===== src/design/lpe_pkg.sv =====
// Shared constants and types of the link power entry policy block.
package lpe_pkg;

   // ------------------------------------------------------------
   // Clock and widths
   // ------------------------------------------------------------
   localparam int CLK_PERIOD_NS = 8;
   localparam int LAT_W = 24;
   typedef logic [LAT_W-1:0] lpe_lat_t;

   // ------------------------------------------------------------
   // Endpoint types and latency tolerance states
   // ------------------------------------------------------------
   typedef enum logic [1:0] {
      EP_CTRL = 2'h0,
      EP_ISO  = 2'h1,
      EP_BULK = 2'h2,
      EP_INT  = 2'h3
   } lpe_ep_type_e;

   typedef enum logic {
      LT_IDLE   = 1'h0,
      LT_ACTIVE = 1'h1
   } lpe_lt_e;

   // ------------------------------------------------------------
   // Exit latency figures in nanoseconds
   // ------------------------------------------------------------
   localparam int HUB_DEPTH = 5;
   localparam int HUB_EXIT_NS = 1000;
   localparam int DEV_U1_EXIT_NS = 10000;
   localparam int DEV_U2_EXIT_NS = 2047000;
   localparam int U1_T2_NS = 3100;
   localparam int U1_T4_NS = 1300;
   localparam int U2_T2_NS = 3000;
   localparam int U2_T4_NS = 1000;
   localparam int SEL_GUARD_NS = 500;
   localparam int U2_PICK_GUARD_NS = 1000;
   localparam int WORST_U1PEL_NS = DEV_U1_EXIT_NS + HUB_DEPTH * HUB_EXIT_NS;
   localparam int WORST_U2PEL_NS = DEV_U2_EXIT_NS + HUB_DEPTH * HUB_EXIT_NS;
   localparam int WORST_U1SEL_NS = WORST_U1PEL_NS + U1_T2_NS + U1_T4_NS + SEL_GUARD_NS;
   localparam int WORST_U2SEL_NS = WORST_U2PEL_NS + U2_T2_NS + U2_T4_NS + SEL_GUARD_NS;

   // ------------------------------------------------------------
   // Latency tolerance and reported tolerance figures
   // ------------------------------------------------------------
   localparam int BELT_IDLE_MIN_NS = 1000000;
   localparam int BELT_ACTIVE_MIN_NS = 125000;
   localparam int TOL_IDLE_NS = 3100000;
   localparam int TOL_ACTIVE_NS = 145000;
   localparam int TOL_ACTIVE_U2_NS = BELT_ACTIVE_MIN_NS + WORST_U2SEL_NS;
   localparam int BELT_IDLE_RST_NS = TOL_IDLE_NS - WORST_U2SEL_NS;
   localparam int BELT_ACTIVE_RST_NS = TOL_ACTIVE_NS - WORST_U1SEL_NS;

   // ------------------------------------------------------------
   // Timer figures
   // ------------------------------------------------------------
   localparam int ERDY_TIMEOUT_NS = 1000000;
   localparam int BUS_INTERVAL_NS = 125000;

endpackage


===== src/design/lpe_ep_if.sv =====
// Per-endpoint event and status carrier between the policy top and its trackers.
`timescale 1ns/1ns
interface lpe_ep_if;
   logic [1:0] ep_type;
   logic configured;
   logic ctrl_busy;
   logic nrdy;
   logic ack;
   logic ack_pp;
   logic erdy;
   logic host_req;
   logic eob;
   logic last_pkt;
   logic svc_start;
   logic idle;
   logic hold;

   modport top (output ep_type, configured, ctrl_busy, nrdy, ack, ack_pp, erdy, host_req,
      eob, last_pkt, svc_start, input idle, hold);
   modport ep (input ep_type, configured, ctrl_busy, nrdy, ack, ack_pp, erdy, host_req,
      eob, last_pkt, svc_start, output idle, hold);
endinterface


===== src/design/lpe_ep_idle.sv =====
// Idle condition tracker for one endpoint.
`timescale 1ns/1ns
module lpe_ep_idle #(
   parameter int ERDY_TO_CYC = 125000
) (
   input wire logic clk,
   input wire logic rst,
   lpe_ep_if.ep epb
);
   localparam int TW = $clog2(ERDY_TO_CYC + 1);

   if (ERDY_TO_CYC < 1) begin : g_bad_to
      $error("ERDY_TO_CYC must be at least one");
   end

   logic erdy_pend_r;
   logic quiet_r;
   logic done_r;
   logic [TW-1:0] to_cnt_r;

   // ------------------------------------------------------------
   // Decode
   // ------------------------------------------------------------
   wire logic is_ctrl = (epb.ep_type == lpe_pkg::EP_CTRL);
   wire logic is_iso = (epb.ep_type == lpe_pkg::EP_ISO);
   wire logic is_bulk = (epb.ep_type == lpe_pkg::EP_BULK);
   wire logic is_int = (epb.ep_type == lpe_pkg::EP_INT);
   wire logic to_hit = erdy_pend_r && (to_cnt_r == TW'(ERDY_TO_CYC - 1));
   wire logic quiet_set = epb.nrdy || (epb.ack && !epb.ack_pp);
   wire logic quiet_clr = (epb.ack && epb.ack_pp) || epb.erdy;
   wire logic done_set = (is_int && epb.eob) || (is_iso && epb.last_pkt);
   wire logic erdy_pend_nxt = epb.erdy || (erdy_pend_r && !epb.host_req && !to_hit);
   wire logic quiet_nxt = quiet_set || (quiet_r && !quiet_clr);
   wire logic done_nxt = done_set || (done_r && !epb.svc_start);
   wire logic [TW-1:0] to_cnt_nxt = (epb.erdy || !erdy_pend_r) ? '0 : to_cnt_r + TW'(1);
   wire logic flow_idle = quiet_r && !erdy_pend_r;
   wire logic ctrl_idle = epb.configured && !epb.ctrl_busy && flow_idle;
   wire logic int_idle = !erdy_pend_r && (quiet_r || done_r);

   assign epb.idle = (is_ctrl && ctrl_idle) || (is_bulk && flow_idle) || (is_int && int_idle)
      || (is_iso && done_r);
   assign epb.hold = erdy_pend_r && (is_bulk || is_int);

   // ------------------------------------------------------------
   // State
   // ------------------------------------------------------------
   always_ff @(posedge clk) begin
      if (rst) begin
         erdy_pend_r <= 1'b0;
         quiet_r <= 1'b0;
         done_r <= 1'b0;
         to_cnt_r <= '0;
      end else begin
         erdy_pend_r <= erdy_pend_nxt;
         quiet_r <= quiet_nxt;
         done_r <= done_nxt;
         to_cnt_r <= to_cnt_nxt;
      end
   end
endmodule


===== src/design/lpe_belt_sub.sv =====
// Saturating subtraction of a system exit latency from a latency tolerance.
`timescale 1ns/1ns
module lpe_belt_sub (
   input wire lpe_pkg::lpe_lat_t tol_ns,
   input wire lpe_pkg::lpe_lat_t sel_ns,
   output lpe_pkg::lpe_lat_t belt_ns
);
   wire logic under = (sel_ns > tol_ns);

   assign belt_ns = under ? '0 : tol_ns - sel_ns;
endmodule


===== src/design/lpe_top.sv =====
// Device link power entry policy with latency tolerance state and reported tolerance.
//
// Function
// - Request U1 or U2 only when every endpoint is idle.
// - Choose U2 when link unused longer than U2 exit latency plus guard, else U1.
// - Initiate U1 only with U1 enable set, U2 only with U2 enable set.
// - Control endpoint idle: configured, no transfer, quiet flow, no pending ERDY.
// - Bulk endpoint idle: NRDY sent or last ACK cleared pending, no ERDY.
// - After bulk ERDY keep U0 until host answers or ERDY timeout.
// - Interrupt endpoint idle: NRDY sent or last ACK cleared pending, no ERDY.
// - After interrupt ERDY keep U0 until host answers or ERDY timeout.
// - End of Burst marks interval done; link may sleep until next interval.
// - Isochronous endpoint idle after Last Packet until next service interval.
// - A known long wait such as spin-up sends the link to U2.
// - With timestamps needed, wake the link one exit latency before boundary.
// - Exit latency is worst case five hubs deep, or the received values.
// - Two tolerance states: idle by default, active when transfers are needed.
// - Target reported tolerance of 1 ms idle and 125 us active.
// - Idle tolerance value is total tolerance minus U2 system exit latency.
// - Worst U2 system latency from device exit, hub delays, t2, t4, guard.
// - Active tolerance value is total tolerance minus U1 system exit latency, or minus U2 with ALLOW_U2_ACTIVE.
// - Worst U1 system latency from device exit, hub delays, t2, t4, guard.
// - No U2 while active; if allowed, tolerate 125 us plus worst U2 latency.
// - Smaller actual system latencies give reported values above the minimums.
`timescale 1ns/1ns
module lpe_top #(
   parameter int N_EP = 4,
   parameter bit ALLOW_U2_ACTIVE = 1'b0,
   parameter int ERDY_TO_CYC = (lpe_pkg::ERDY_TIMEOUT_NS + lpe_pkg::CLK_PERIOD_NS - 1)
      / lpe_pkg::CLK_PERIOD_NS,
   parameter int BI_CYC = lpe_pkg::BUS_INTERVAL_NS / lpe_pkg::CLK_PERIOD_NS
) (
   input wire logic clk,
   input wire logic rst,
   input wire logic configured,
   input wire logic ctrl_busy,
   input wire logic [N_EP-1:0][1:0] ep_type,
   input wire logic [N_EP-1:0] ep_nrdy,
   input wire logic [N_EP-1:0] ep_ack,
   input wire logic [N_EP-1:0] ep_ack_pp,
   input wire logic [N_EP-1:0] ep_erdy,
   input wire logic [N_EP-1:0] ep_host_req,
   input wire logic [N_EP-1:0] ep_eob,
   input wire logic [N_EP-1:0] ep_last_pkt,
   input wire logic [N_EP-1:0] ep_svc_start,
   input wire logic u1_enable,
   input wire logic u2_enable,
   input wire logic link_u0,
   input wire logic link_u2,
   input wire logic spinup_wait,
   input wire logic idle_known,
   input wire lpe_pkg::lpe_lat_t idle_ns,
   input wire logic xfer_need,
   input wire logic ts_need,
   input wire logic bus_boundary,
   input wire logic sel_strobe,
   input wire lpe_pkg::lpe_lat_t u1sel_ns,
   input wire lpe_pkg::lpe_lat_t u2sel_ns,
   input wire lpe_pkg::lpe_lat_t u1pel_ns,
   input wire lpe_pkg::lpe_lat_t u2pel_ns,
   output logic u1_req,
   output logic u2_req,
   output logic u0_wake,
   output logic lt_active,
   output logic all_idle,
   output lpe_pkg::lpe_lat_t belt_idle_ns,
   output lpe_pkg::lpe_lat_t belt_active_ns,
   output lpe_pkg::lpe_lat_t belt_ns,
   output logic belt_upd
);
   localparam int LW = lpe_pkg::LAT_W;
   localparam int CLK = lpe_pkg::CLK_PERIOD_NS;

   // ------------------------------------------------------------
   // Parameter checks
   // ------------------------------------------------------------
   if (N_EP < 1) begin : g_bad_nep
      $error("N_EP must be at least one");
   end
   if (BI_CYC < 2 || BI_CYC >= (1 << LW)) begin : g_bad_bi
      $error("BI_CYC out of range");
   end
   if (ERDY_TO_CYC < 1) begin : g_bad_to
      $error("ERDY_TO_CYC must be at least one");
   end

   // ------------------------------------------------------------
   // Registers
   // ------------------------------------------------------------
   logic u1_req_r;
   logic u2_req_r;
   logic u0_wake_r;
   logic all_idle_r;
   logic belt_upd_r;
   lpe_pkg::lpe_lt_e lt_r;
   lpe_pkg::lpe_lt_e lt_nxt;
   logic sel_known_r;
   lpe_pkg::lpe_lat_t u1sel_r;
   lpe_pkg::lpe_lat_t u2sel_r;
   lpe_pkg::lpe_lat_t u1pel_r;
   lpe_pkg::lpe_lat_t u2pel_r;
   lpe_pkg::lpe_lat_t belt_idle_r;
   lpe_pkg::lpe_lat_t belt_active_r;
   lpe_pkg::lpe_lat_t belt_r;
   lpe_pkg::lpe_lat_t bi_cnt_r;

   // ------------------------------------------------------------
   // Endpoint trackers
   // ------------------------------------------------------------
   logic [N_EP-1:0] ep_idle;
   logic [N_EP-1:0] ep_hold;
   lpe_ep_if ep_bus [N_EP] ();

   for (genvar i = 0; i < N_EP; i++) begin : g_ep
      assign ep_bus[i].ep_type = ep_type[i];
      assign ep_bus[i].configured = configured;
      assign ep_bus[i].ctrl_busy = ctrl_busy;
      assign ep_bus[i].nrdy = ep_nrdy[i];
      assign ep_bus[i].ack = ep_ack[i];
      assign ep_bus[i].ack_pp = ep_ack_pp[i];
      assign ep_bus[i].erdy = ep_erdy[i];
      assign ep_bus[i].host_req = ep_host_req[i];
      assign ep_bus[i].eob = ep_eob[i];
      assign ep_bus[i].last_pkt = ep_last_pkt[i];
      assign ep_bus[i].svc_start = ep_svc_start[i];
      assign ep_idle[i] = ep_bus[i].idle;
      assign ep_hold[i] = ep_bus[i].hold;
      lpe_ep_idle #(.ERDY_TO_CYC(ERDY_TO_CYC)) u_ep (
         .clk(clk),
         .rst(rst),
         .epb(ep_bus[i])
      );
   end

   wire logic all_idle_w = &ep_idle;
   wire logic hold_any = |ep_hold;

   // ------------------------------------------------------------
   // Exit latencies in use
   // ------------------------------------------------------------
   wire lpe_pkg::lpe_lat_t u1pel_eff = sel_known_r ? u1pel_r
      : LW'(lpe_pkg::WORST_U1PEL_NS);
   wire lpe_pkg::lpe_lat_t u2pel_eff = sel_known_r ? u2pel_r
      : LW'(lpe_pkg::WORST_U2PEL_NS);
   wire lpe_pkg::lpe_lat_t u1sel_eff = sel_known_r ? u1sel_r
      : LW'(lpe_pkg::WORST_U1SEL_NS);
   wire lpe_pkg::lpe_lat_t u2sel_eff = sel_known_r ? u2sel_r
      : LW'(lpe_pkg::WORST_U2SEL_NS);

   // ------------------------------------------------------------
   // Target selection
   // ------------------------------------------------------------
   wire logic [LW:0] u2_pick_ns = {1'b0, u2pel_eff} + (LW + 1)'(lpe_pkg::U2_PICK_GUARD_NS);
   wire logic long_idle = idle_known && ({1'b0, idle_ns} > u2_pick_ns);
   wire logic choose_u2 = spinup_wait || long_idle;
   wire logic u2_ok = choose_u2 && u2_enable;
   wire lpe_pkg::lpe_lat_t lead_ns = (link_u2 || choose_u2) ? u2pel_eff : u1pel_eff;
   wire lpe_pkg::lpe_lat_t lead_cyc = LW'((32'(lead_ns) + 32'(CLK - 1)) / 32'(CLK));
   wire logic ts_near = ts_need && (bi_cnt_r <= lead_cyc);
   wire logic may_enter = link_u0 && all_idle_w && !hold_any && !ts_near && !xfer_need;
   wire logic lt_allows_u2 = (lt_r == lpe_pkg::LT_IDLE) || ALLOW_U2_ACTIVE;
   wire logic u2_req_nxt = may_enter && u2_ok && lt_allows_u2;
   wire logic u1_req_nxt = may_enter && !u2_ok && u1_enable;
   wire logic u0_wake_nxt = ts_near && !link_u0;
   wire lpe_pkg::lpe_lat_t bi_cnt_nxt = (bus_boundary || bi_cnt_r == '0)
      ? LW'(BI_CYC - 1) : bi_cnt_r - LW'(1);

   // ------------------------------------------------------------
   // Latency tolerance state
   // ------------------------------------------------------------
   always_comb begin
      lt_nxt = lt_r;
      unique case (lt_r)
         lpe_pkg::LT_IDLE: begin
            if (xfer_need) begin
               lt_nxt = lpe_pkg::LT_ACTIVE;
            end
         end
         lpe_pkg::LT_ACTIVE: begin
            if (!xfer_need && may_enter && u2_ok && !ALLOW_U2_ACTIVE) begin
               lt_nxt = lpe_pkg::LT_IDLE;
            end
         end
      endcase
   end

   // ------------------------------------------------------------
   // Reported tolerance values
   // ------------------------------------------------------------
   lpe_pkg::lpe_lat_t belt_idle_w;
   lpe_pkg::lpe_lat_t belt_active_w;
   wire lpe_pkg::lpe_lat_t tol_active = ALLOW_U2_ACTIVE ? LW'(lpe_pkg::TOL_ACTIVE_U2_NS)
      : LW'(lpe_pkg::TOL_ACTIVE_NS);
   wire lpe_pkg::lpe_lat_t sel_active = ALLOW_U2_ACTIVE ? u2sel_eff : u1sel_eff;

   lpe_belt_sub u_belt_idle (
      .tol_ns(LW'(lpe_pkg::TOL_IDLE_NS)),
      .sel_ns(u2sel_eff),
      .belt_ns(belt_idle_w)
   );

   lpe_belt_sub u_belt_active (
      .tol_ns(tol_active),
      .sel_ns(sel_active),
      .belt_ns(belt_active_w)
   );

   wire lpe_pkg::lpe_lat_t belt_nxt = (lt_r == lpe_pkg::LT_ACTIVE) ? belt_active_r
      : belt_idle_r;

   // ------------------------------------------------------------
   // Sequential logic
   // ------------------------------------------------------------
   always_ff @(posedge clk) begin
      if (rst) begin
         sel_known_r <= 1'b0;
         u1sel_r <= '0;
         u2sel_r <= '0;
         u1pel_r <= '0;
         u2pel_r <= '0;
      end else if (sel_strobe) begin
         sel_known_r <= 1'b1;
         u1sel_r <= u1sel_ns;
         u2sel_r <= u2sel_ns;
         u1pel_r <= u1pel_ns;
         u2pel_r <= u2pel_ns;
      end
   end

   always_ff @(posedge clk) begin
      if (rst) begin
         lt_r <= lpe_pkg::LT_IDLE;
         u1_req_r <= 1'b0;
         u2_req_r <= 1'b0;
         u0_wake_r <= 1'b0;
         all_idle_r <= 1'b0;
         bi_cnt_r <= LW'(BI_CYC - 1);
      end else begin
         lt_r <= lt_nxt;
         u1_req_r <= u1_req_nxt;
         u2_req_r <= u2_req_nxt;
         u0_wake_r <= u0_wake_nxt;
         all_idle_r <= all_idle_w;
         bi_cnt_r <= bi_cnt_nxt;
      end
   end

   always_ff @(posedge clk) begin
      if (rst) begin
         belt_idle_r <= LW'(lpe_pkg::BELT_IDLE_RST_NS);
         belt_active_r <= LW'(lpe_pkg::BELT_ACTIVE_RST_NS);
         belt_r <= LW'(lpe_pkg::BELT_IDLE_RST_NS);
         belt_upd_r <= 1'b0;
      end else begin
         belt_idle_r <= belt_idle_w;
         belt_active_r <= belt_active_w;
         belt_r <= belt_nxt;
         belt_upd_r <= (belt_nxt != belt_r);
      end
   end

   assign u1_req = u1_req_r;
   assign u2_req = u2_req_r;
   assign u0_wake = u0_wake_r;
   assign lt_active = (lt_r == lpe_pkg::LT_ACTIVE);
   assign all_idle = all_idle_r;
   assign belt_idle_ns = belt_idle_r;
   assign belt_active_ns = belt_active_r;
   assign belt_ns = belt_r;
   assign belt_upd = belt_upd_r;
endmodule


===== config.mk =====
export PLATFORM = sky130hd
export DESIGN_NAME = lpe_top
export DESIGN_NICKNAME = d
export VERILOG_FILES = /design/src/design/lpe_pkg.sv /design/src/design/lpe_ep_if.sv /design/src/design/lpe_ep_idle.sv /design/src/design/lpe_belt_sub.sv /design/src/design/lpe_top.sv
export SDC_FILE = /design/constraint.sdc
export NUM_CORES = 1
export LEC_CHECK = 0
export ABC_AREA = 1
export BUFFER_PORTS_ARGS = -buffer_cell sky130_fd_sc_hd__buf_2
export CAP_MARGIN = 20
export CELL_PAD_IN_SITES_DETAIL_PLACEMENT = 0
export CELL_PAD_IN_SITES_GLOBAL_PLACEMENT = 2
export CORE_MARGIN = 5
export CORE_UTILIZATION = 28
export DETAILED_ROUTE_END_ITERATION = 16
export PLACE_DENSITY = 0.85
export SYNTH_ARGS = -nofsm -noshare
export SYNTH_HDL_FRONTEND = slang
export SYNTH_HIERARCHICAL = 1
export SYNTH_SLANG_ARGS = --single-unit

===== constraint.sdc =====
create_clock -name clk -period 11.1 [get_ports clk]
set_input_delay 1.665 -clock clk [delete_from_list [all_inputs] [get_ports clk]]
set_output_delay 1.665 -clock clk [all_outputs]
set_load 0.005 [all_outputs]

==> results of run 1 <==
[cells in the mapped netlist (7+ instances only)]
library cell | n | area share, %
nand2_1 | 731 | 15
dfxtp_1 | 279 | 30
a21oi_1 | 114 | 3.1
o21a_1 | 10 | 0.41
xnor2_1 | 28 | 1.3
nand3b_1 | 11 | 0.45
nor2_1 | 509 | 10
inv_1 | 491 | 10
or2_2 | 49 | 1.7
o211ai_1 | 8 | 0.33
nand2_2 | 30 | 1.0
nor3_1 | 25 | 0.68
buf_6 | 8 | 0.49
o21ai_1 | 7 | 0.19
ha_1 | 100 | 6.8
nand3_2 | 14 | 0.76
nand3_1 | 122 | 3.3
nor2_2 | 17 | 0.58
clkbuf_1 | 56 | 1.1
xor2_1 | 61 | 2.9
o21ai_0 | 130 | 3.5
mux2i_1 | 12 | 0.65
nand4_1 | 60 | 2.0
nor2_4 | 7 | 0.43
[per-layer routing]
layer	global-route usage, %	vias up	part of all wire, %
li1	-	9588	-
met3	2.73	71	5.2
met4	3.69	2	2.0
met5	0	-	0.011
met2	28.4	315	46
met1	22.7	8024	47
[registers in the layout, summed over array words and instances, names as in the netlist]
register and count:
belt_ns 24, u0_wake 1, u1pel_r 24, g_ep.u_ep/done_r 4
u1_req 1, lt_active 1, belt_upd 1, g_ep.u_ep/erdy_pend_r 4
all_idle 1, u2_req 1, u1sel_r 24, u2sel_r 24
sel_known_r 1, g_ep.u_ep/quiet_r 4, belt_idle_ns 24, g_ep.u_ep/to_cnt_r 68
u2pel_r 24, belt_active_ns 24, bi_cnt_r 24
[power by group]
part           switching, mW  leakage (nW)  internal, mW  total (mW)
logic                  0.386          8.01         0.217       0.603
registers             0.0472          2.30          1.06        1.11
clock network          0.500         0.677         0.842        1.34
total                  0.933          11.0          2.12        3.06
[through the flow]
step | hold WS [ps] | cell area (µm²) | utilization, % | instances
floorplan | 393 | 18600 | - | 2983
global placement | 400 | 20600 | 31.5 | 4034
detailed placement | 404 | 20600 | 31.5 | 4034
CTS | 413 | 22000 | 33.6 | 4102
global route | 434 | 22000 | 33.6 | 4102
finish | 410 | 22000 | 33.6 | 4103
[final timing paths]
| check | depth (start not counted) | slack [ps] | to |
|---|---|---|---|
| hold reg to reg | 1 | 410 | bi_cnt_r[0] |
| setup / recovery | 38 | 3130 | lt_active |
| setup reg to reg | 38 | 3130 | lt_active |
| hold / removal | 1 | 410 | bi_cnt_r[0] |
[cell type report]
type / count / area (µm²) / area share (%)
clock buffer: 49 / 1100 / 5.02
clock inverter: 19 / 265 / 1.21
timing repair buffer: 259 / 1320 / 5.99
sequential: 279 / 5590 / 25.4
antenna: 1 / 2.50 / 0.0114
tap: 864 / 1080 / 4.91
multi-input combinational: 2136 / 10800 / 49.0
inverter: 496 / 1870 / 8.48
[cells in the final DEF, fill, tap and decap left out, drive strengths merged, types with 3 or more instances in the layout]
cell type,n
nor4,6
o211ai,8
xnor2,28
clkinv,12
inv,495
a21o,3
ha,100
buf,259
conb,50
nand4,61
o21ai,138
nand3b,11
nand3,136
nor2,533
xor2,61
o31ai,6
or2,49
o21a,10
nor3,28
a21oi,118
clkbuf,49
bufinv,6
dfxtp,279
o21bai,4
a31o,4
mux2i,12
nand2,761
[cell families (layout without fill, tap and decap cells)]
family | count (synthesis) | in the layout | share of synthesized area [%]
compound gates | 296 | 296 | 8.81
mux | 12 | 12 | 0.654
fa+ha+maj | 102 | 102 | 7.03
flops | 279 | 279 | 30.4
other cells | 2 | 51 | 0.0409
simple gates | 1587 | 1587 | 36.9
buf+inv | 568 | 823 | 11.9
xor+xnor | 89 | 89 | 4.24
==> results.txt, run 1 <==
status: completed
largest net degree at the start of global routing: 76
post-route ant nets: 0
vias: 18000
total power: 3.06 mW
vias in the first global route: 17500
Setup Crit Path Kind: register to register
HP Start: bi_cnt_r[0]
post-synthesis average cell area: 6.26 µm²
postcts setup bufs: 0
Skew-Pair Late Insertion Delay: 550 ps
f_max: 0.126 GHz
hold_buf cts: 0
Max stage delay on crit path: 690 ps
I/O Buffers: 251
PD cells: 139 nW/µm²
TritonRoute pass-1 iters: 5
CTS tree: yes
skew final: 18.1 ps
Slew headroom: 42.3%
grt total ovfl: 0
RSZ-0062 raised after global routing: false
initial antenna violation count: 5
GR Util All Layers: 16.8%
Layout Nets: 3485
Die Y: 266 µm
Slew Limit Fails: 0
Distinct cells, synth: 46
first-pass GRT wire length: 95.5 mm
Starting Density: 28.1%
RR Startpoint: sel_known_r
Setup TNS Final: 0 ps
Synth async-reset ratio: 0%
DRC Markers: 0
Max Root-Sink Buffers: 3
final setup vio count: 0
Post-Route WL: 61.4 mm
die area: 70800 µm²
core outline area: 65400 µm²
critical path arrival: 8450 ps
final hold violations: 0
number of max-cap violations: 0
post-synthesis register bit count: 279
boundary pin count: 252
CTS clk-pin slew, worst paths: 60 ps
root cell of the clock tree: clkbuf_16
CP required: 11590 ps
Rows: 94
drt wl/cell: 15.0 µm
Mapped Area: 18400 µm²
Primary FF master, synth: dfxtp_1
Setup crit start: sel_known_r
layout cells sized above 1: 14.4%
critical path launch point type: register
Hold WC Path Type: register to register
post-synthesis sequential area ratio: 30.4%
most frequent CP cell: nand2_1
half-perimeter wire length after placement: 48.7 mm
crit path setup slack, layout: 3130 ps
Lkg Pwr: 11.0 nW
critical path's slowest cell: nand3_2
final period utilization: 71.8%
Syn Inst Count: 2935
CTS buffer count: 37
Placer Congestion: 0.842
CP delay by family, top: simple AND/OR/NAND/NOR gates
# clock sinks: 279
Ys Warns: 6
die width: 266 µm
worst-margin pin slew: 859 ps
fillers: 7475
number of synthesized flops with an enable pin: 0
CP Capture Type: register
number of DRC markers in iteration 0: 1096
post-CTS resize count: 0
minimum clock period: 7970 ps
H-tree Lvls: 2
Max VDD drop: 0.0955 mV
peak fanout along the critical path: 54
Buf+Inv Stages, Crit Path: 7
Post-Place Setup Slack: 3080 ps
vias per cell: 4.39
area delta synth->final: 19.7%
No activity file was read; power rests on OpenSTA's default activity.
==> inputs of run 2 (changes only) <==
==> constraint.sdc (replaced) <==
create_clock -name clk -period 8.3 [get_ports clk]
set_input_delay 1.245 -clock clk [delete_from_list [all_inputs] [get_ports clk]]
set_output_delay 1.245 -clock clk [all_outputs]
set_load 0.005 [all_outputs]
==> run 2 against run 1 <==
Setup slack got worse by 2000 ps. Via count increased by 0.28%. Sequential cell count unchanged. Maximum frequency increased by 11%. Highest routed layer is now met4. Clock-buffer cell count increased by 1. Final area decreased by 0.84%. Core utilization decreased by 0.28 points. Register-to-register slack got worse by 2000 ps. Sequential share of layout area increased by 0.21 points. First-iteration DRC count decreased by 7.8%.
==> results.txt, run 2 (synthesis results as in run 1) <==
grt total ovfl: 0 (unchanged)
Setup Crit Path Kind: register to register
Layout Nets: 3485 (unchanged)
Hold WC Path Type: register to register
Slew Limit Fails: 0 (unchanged)
most common cell after layout, fill and taps aside: nand2_1
root cell of the clock tree: clkbuf_16
CTS buffer count: 36 (-2.7%)
DRC Markers: 0 (unchanged)
CP Capture Type: register
CTS clk-pin slew, worst paths: 60 ps (about the same)
area delta synth->final: 18.7%
largest net degree at the start of global routing: 75 (-1.3%)
register name with the most flops: g_ep.u_ep/to_cnt_r
# clock sinks: 279 (unchanged)
initial antenna violation count: 3 (-2)
number of max-cap violations: 0 (unchanged)
Setup TNS Final: 0 ps (unchanged)
Placer Congestion: 0.852 (+1.1%)
Inst Count DP: 4035 (+0.025%)
antenna cells: 0 (-1)
Die Y: 266 µm (unchanged)
vias: 18100 (+0.28%)
boundary pin count: 252 (unchanged)
commonest non-fill, non-tap cells in the layout: nand2_1 (731), nor2_1 (509), inv_1 (490), dfxtp_1 (277), buf_2 (250)
Post-Place Setup Slack: 625 ps (-2460 ps)
CTS tree: yes
RR Startpoint: sel_known_r
H-tree Lvls: 2 (unchanged)
drt wl/cell: 15.0 µm (+0.12%)
critical path arrival: 7620 ps (-830 ps)
skew final: 24.0 ps (+5.86 ps)
Rows: 94 (unchanged)
Max VDD drop: 0.114 mV (+20%)
final period utilization: 86.1% (+14 points)
Max Root-Sink Buffers: 3 (unchanged)
total power: 3.87 mW (+27%)
most frequent CP cell: nand2_1
crit path setup slack, layout: 1150 ps (-1980 ps)
reg-to-reg slack, setup: 1150 ps (-1980 ps)
I/O Buffers: 251 (unchanged)
CP required: 8770 ps (-2820 ps)
final cell count without fillers: 4097 (-0.15%)
f_max: 0.140 GHz (+11%)
Min-Delay Endpoint: bi_cnt_r[0]
die area: 70800 µm² (unchanged)
minimum clock period: 7150 ps (-819 ps)
vias per cell: 4.41 (+0.43%)
RR Endpoint: lt_active
number of DRC markers in iteration 0: 1011 (-7.8%)
final setup vio count: 0 (unchanged)
Lkg Pwr: 10.9 nW (-0.92%)
status: completed
Starting Density: 28.1% (unchanged)
final hold violations: 0 (unchanged)
R2R depth: 41 (+7.9%)
Skew-Pair Late Insertion Delay: 550 ps (about the same)
number of flip-flops in the largest register: 68 (unchanged)
first-pass GRT wire length: 95.8 mm (+0.34%)
RSZ-0062 raised after global routing: false
Max stage delay on crit path: 630 ps (-60 ps)
Buf+Inv Stages, Crit Path: 7 (unchanged)
post-route ant nets: 0 (unchanged)
Slew headroom: 28.5% (-14 points)
die width: 266 µm (unchanged)
hold depth: 1 (unchanged)
layout cells sized above 1: 14.0% (-0.32 points)
CP delay by family, top: simple AND/OR/NAND/NOR gates
Post-Route WL: 61.4 mm (about the same)
critical path's slowest cell: o21ai_0
peak fanout along the critical path: 34 (-37%)
worst-margin pin slew: 1070 ps (+214 ps)
PD cells: 177 nW/µm² (+28%)
critical path launch point type: register
GR Util All Layers: 16.9% (+0.088 points)
HP Start: bi_cnt_r[0]
vias in the first global route: 17600 (+0.93%)
core outline area: 65400 µm² (unchanged)
half-perimeter wire length after placement: 48.7 mm (-0.11%)
TritonRoute pass-1 iters: 6 (+1)
postcts setup bufs: 0 (unchanged)
## run 2: changes by cell type in the layout (fill, tap and decap cells not counted), sizes merged
cell    change
clkinv      -3
clkbuf      +1
buf         +1
bufinv      -4
diode       -1
## run 2: worst max path at each step
stage / startpoint / slack [ps] / cells past startpoint / end
after global routing: sel_known_r / 140 / 42 / lt_active
after floorplan: sel_known_r / 2160 / 47 / lt_active
after CTS: sel_known_r / 590 / 41 / lt_active
final: sel_known_r / 1150 / 41 / lt_active
after global placement: sel_known_r / 660 / 42 / lt_active
after detailed placement: sel_known_r / 630 / 41 / lt_active
## run 2: layout make-up
class | instances | area, µm²
clock buffer | 50 | 1030
clock inverter | 12 | 130
fill | 7414 | 43600
inverter | 496 | 1870
multi-input combinational | 2136 | 10800
sequential | 279 | 5590
tap | 864 | 1080
timing repair buffer | 260 | 1330
## run 2: where the power goes
| group | leakage (nW) | switching [mW] | internal (mW) |
|---|---|---|---|
| sequential | 2.30 | 0.0631 | 1.42 |
| clock | 0.569 | 0.638 | 0.936 |
| combinational | 8.01 | 0.521 | 0.292 |
| total | 10.9 | 1.22 | 2.65 |
## run 2: routing by layer
metal | part of all wire [%] | track usage, % | up-vias
li1 | - | - | 9601
met1 | 48 | 23.0 | 8061
met2 | 45 | 28.0 | 315
met3 | 4.6 | 2.84 | 74
met4 | 2.5 | 4.27 | 0
met5 | 0 | 0 | -
## run 2: per-stage QoR
stage	area [µm²]	utilization (%)	hold slack (ps)
global placement	20600	31.6	403
floorplan	18600	-	393
detailed placement	20600	31.6	415
CTS	21800	33.3	429
finish	21800	33.4	422
global route	21800	33.4	455
## run 2: worst reg2reg max path, delay by kind of cell (launching register included)
| family | cells | cell delay [ps] |
|---|---|---|
| simple gates | 25 | 3370 |
| compound gates | 6 | 1800 |
| buf+inv | 7 | 780 |
| fa+ha+maj | 2 | 610 |
| flops | 1 | 390 |
| xor+xnor | 1 | 160 |
## run 2: repair_timing
item | in CTS | in global routing
setup endpoints to repair | 0 | 4
hold buffers | 0 | 0
gates resized for setup | 0 | 2
==> inputs of run 3 (changes only) <==
--- a/config.mk
+++ b/config.mk
@@ -13,6 +13,7 @@
 export CORE_MARGIN = 5
 export CORE_UTILIZATION = 28
 export DETAILED_ROUTE_END_ITERATION = 16
+export GPL_TIMING_DRIVEN = 0
 export PLACE_DENSITY = 0.85
 export SYNTH_ARGS = -nofsm -noshare
 export SYNTH_HDL_FRONTEND = slang
==> run 3 against run 2 <==
Sequential cell count did not move. Wire length rose by 5.6%. Die area did not move. Combinational power rose by 2.6%. Sequential share of layout area fell by 0.45 points. Sequential power barely moved. Critical path type unchanged. Critical endpoint unchanged.
==> results.txt, run 3 (synthesis results as in run 1) <==
R2R depth: 45 (+9.8%)
CTS buffer count: 38 (+5.6%)
layout cells sized above 1: 14.0% (-0.060 points)
TritonRoute pass-1 iters: 5 (-1)
postcts setup bufs: 0 (unchanged)
final hold violations: 0 (unchanged)
Slew Limit Fails: 0 (unchanged)
Post-Place Setup Slack: -305 ps (-930 ps)
critical path's slowest cell: dfxtp_2
half-perimeter wire length after placement: 53.2 mm (+9.3%)
status: completed
critical path launch point type: register
worst-margin pin slew: 1080 ps (+9.99 ps)
Starting Density: 28.1% (unchanged)
final period utilization: 88.3% (+2.2 points)
crit path setup slack, layout: 971 ps (-180 ps)
sequential power share: 37.0% (-1.4 points)
skew final: 18.8 ps (-5.22 ps)
first-pass GRT wire length: 99.4 mm (+3.7%)
vias: 18300 (+1.6%)
combinational fraction of design power: 20.7% (-0.3 points)
CTS clk-pin slew, worst paths: 60 ps (about the same)
total power: 4.02 mW (+3.9%)
critical path arrival: 7820 ps (+200 ps)
Skew-Pair Late Insertion Delay: 550 ps (about the same)
minimum clock period: 7330 ps (+180 ps)
commonest non-fill, non-tap cells in the layout: nand2_1 (731), nor2_1 (509), inv_1 (491), dfxtp_1 (278), buf_2 (252)
Setup Crit Path Kind: register to register
Clock Power Share: 42.3% (+1.6 points)
number of max-cap violations: 0 (unchanged)
initial antenna violation count: 4 (+1)
grt total ovfl: 0 (unchanged)
sw power: 1.24 mW (+1.5%)
RSZ-0062 raised after global routing: false
vias in the first global route: 17600 (-0.38%)
root cell of the clock tree: clkbuf_16
Rows: 94 (unchanged)
vias per cell: 4.40 (about the same)
number of flip-flops in the largest register: 68 (unchanged)
Lkg Pwr: 11.0 nW (+1.5%)
hold depth: 1 (unchanged)
register name with the most flops: g_ep.u_ep/to_cnt_r
CP Capture Type: register
most common cell after layout, fill and taps aside: nand2_1
hold_buf cts: 0 (unchanged)
CTS tree: yes
post-route ant nets: 0 (unchanged)
Max VDD drop: 0.116 mV (+1.7%)
DRC Markers: 0 (unchanged)
largest net degree at the start of global routing: 20 (-73%)
Max stage delay on crit path: 440 ps (-190 ps)
Placer Congestion: 0.868 (+1.9%)
Max Root-Sink Buffers: 3 (unchanged)
Die Y: 266 µm (unchanged)
drt wl/cell: 15.6 µm (+4.0%)
Post-Route WL: 64.9 mm (+5.6%)
die area: 70800 µm² (unchanged)
CP required: 8790 ps (+20 ps)
final setup vio count: 0 (unchanged)
sw frac: 30.9% (-0.70 points)
PD cells: 181 nW/µm² (+2.1%)
I/O Buffers: 250 (-0.40%)
boundary pin count: 252 (unchanged)
GR Util All Layers: 17.8% (+0.92 points)
die width: 266 µm (unchanged)
f_max: 0.136 GHz (-2.5%)
number of DRC markers in iteration 0: 966 (-4.5%)
Slew headroom: 27.8% (-0.67 points)
area delta synth->final: 20.8%
most frequent CP cell: nand2_1
Layout Nets: 3548 (+1.8%)
core outline area: 65400 µm² (unchanged)
peak fanout along the critical path: 19 (-44%)
# clock sinks: 279 (unchanged)
Pint: 2.78 mW (+4.9%)
Hold WC Path Type: register to register
H-tree Lvls: 2 (unchanged)
==> run 3: cell count changes in the layout (fill, tap and decap cells not counted), sizes merged <==
| cell | previous run | this run |
|---|---|---|
| inv | 495 | 494 |
| clkbuf | 50 | 111 |
| diode | 0 | 1 |
| clkinvlp | 2 | 0 |
| bufinv | 2 | 3 |
| buf | 260 | 265 |
==> run 3: cell type report <==
class	instances	area (µm²)
fillers	7400	43200
multi-input cells	2136	10800
flip-flops and latches	279	5590
inverters	496	1860
repair buffers	250	1250
clock buffers	55	1160
well taps	864	1080
plain buffers	71	332
clock inverters	10	129
diodes	1	2.50
==> run 3: power by group through the flow <==
stage / logic [mW] / clock network (mW) / registers (mW)
2_1_floorplan: 0.534 / 0 / 1.49
3_3_place_gp: 0.832 / 0 / 1.51
3_5_place_dp: 0.831 / 0 / 1.51
4_1_cts: 0.836 / 1.77 / 1.49
5_1_grt: 0.950 / 1.82 / 1.49
6_report: 0.833 / 1.70 / 1.49
==> run 3: per-layer routing <==
layer,GRT usage (%),routed length [µm],share of wire (%)
met4,6.37,2190,3.4
met2,28.3,28400,44
met1,24.7,31000,48
met3,2.64,3350,5.2
met5,0,0,0
==> run 3: final timing paths <==
check        slack, ps          end        start
max                970    lt_active  sel_known_r
min                420  bi_cnt_r[0]  bi_cnt_r[0]
max reg2reg        970    lt_active  sel_known_r
min reg2reg        420  bi_cnt_r[0]  bi_cnt_r[0]
==> run 3: what timing repair did <==
| item | in CTS | in global routing |
|---|---|---|
| endpoints found under the hold margin | 0 | 0 |
| gates resized for setup | 0 | 6 |
| endpoints found under the setup margin | 4 | 4 |
| gates cloned | 0 | 0 |
| pin swaps | 0 | 0 |
==> run 3: per-stage QoR <==
stage / hold slack, ps / setup TNS [ps] / instance area, µm² / utilization, % / instances
after floorplan: 393 / 0 / 18600 / - / 2983
after global routing: 425 / 0 / 22200 / 33.9 / 4161
after detailed placement: 402 / -993 / 20900 / 31.9 / 4097
after CTS: 418 / 0 / 22200 / 33.9 / 4161
after global placement: 405 / -1200 / 20900 / 31.9 / 4097
final: 416 / 0 / 22200 / 34.0 / 4162
==> run 3: critical path: cells and delay by family, from the launching register on <==
| kind | cells | cell delay, ps |
|---|---|---|
| AOI/OAI and AO/OA | 6 | 1060 |
| xor gates and xnor gates | 1 | 250 |
| DFF | 1 | 440 |
| buffers and inverters | 10 | 1330 |
| adders and majority gates | 3 | 790 |
| and+or+nand+nor | 25 | 3390 |
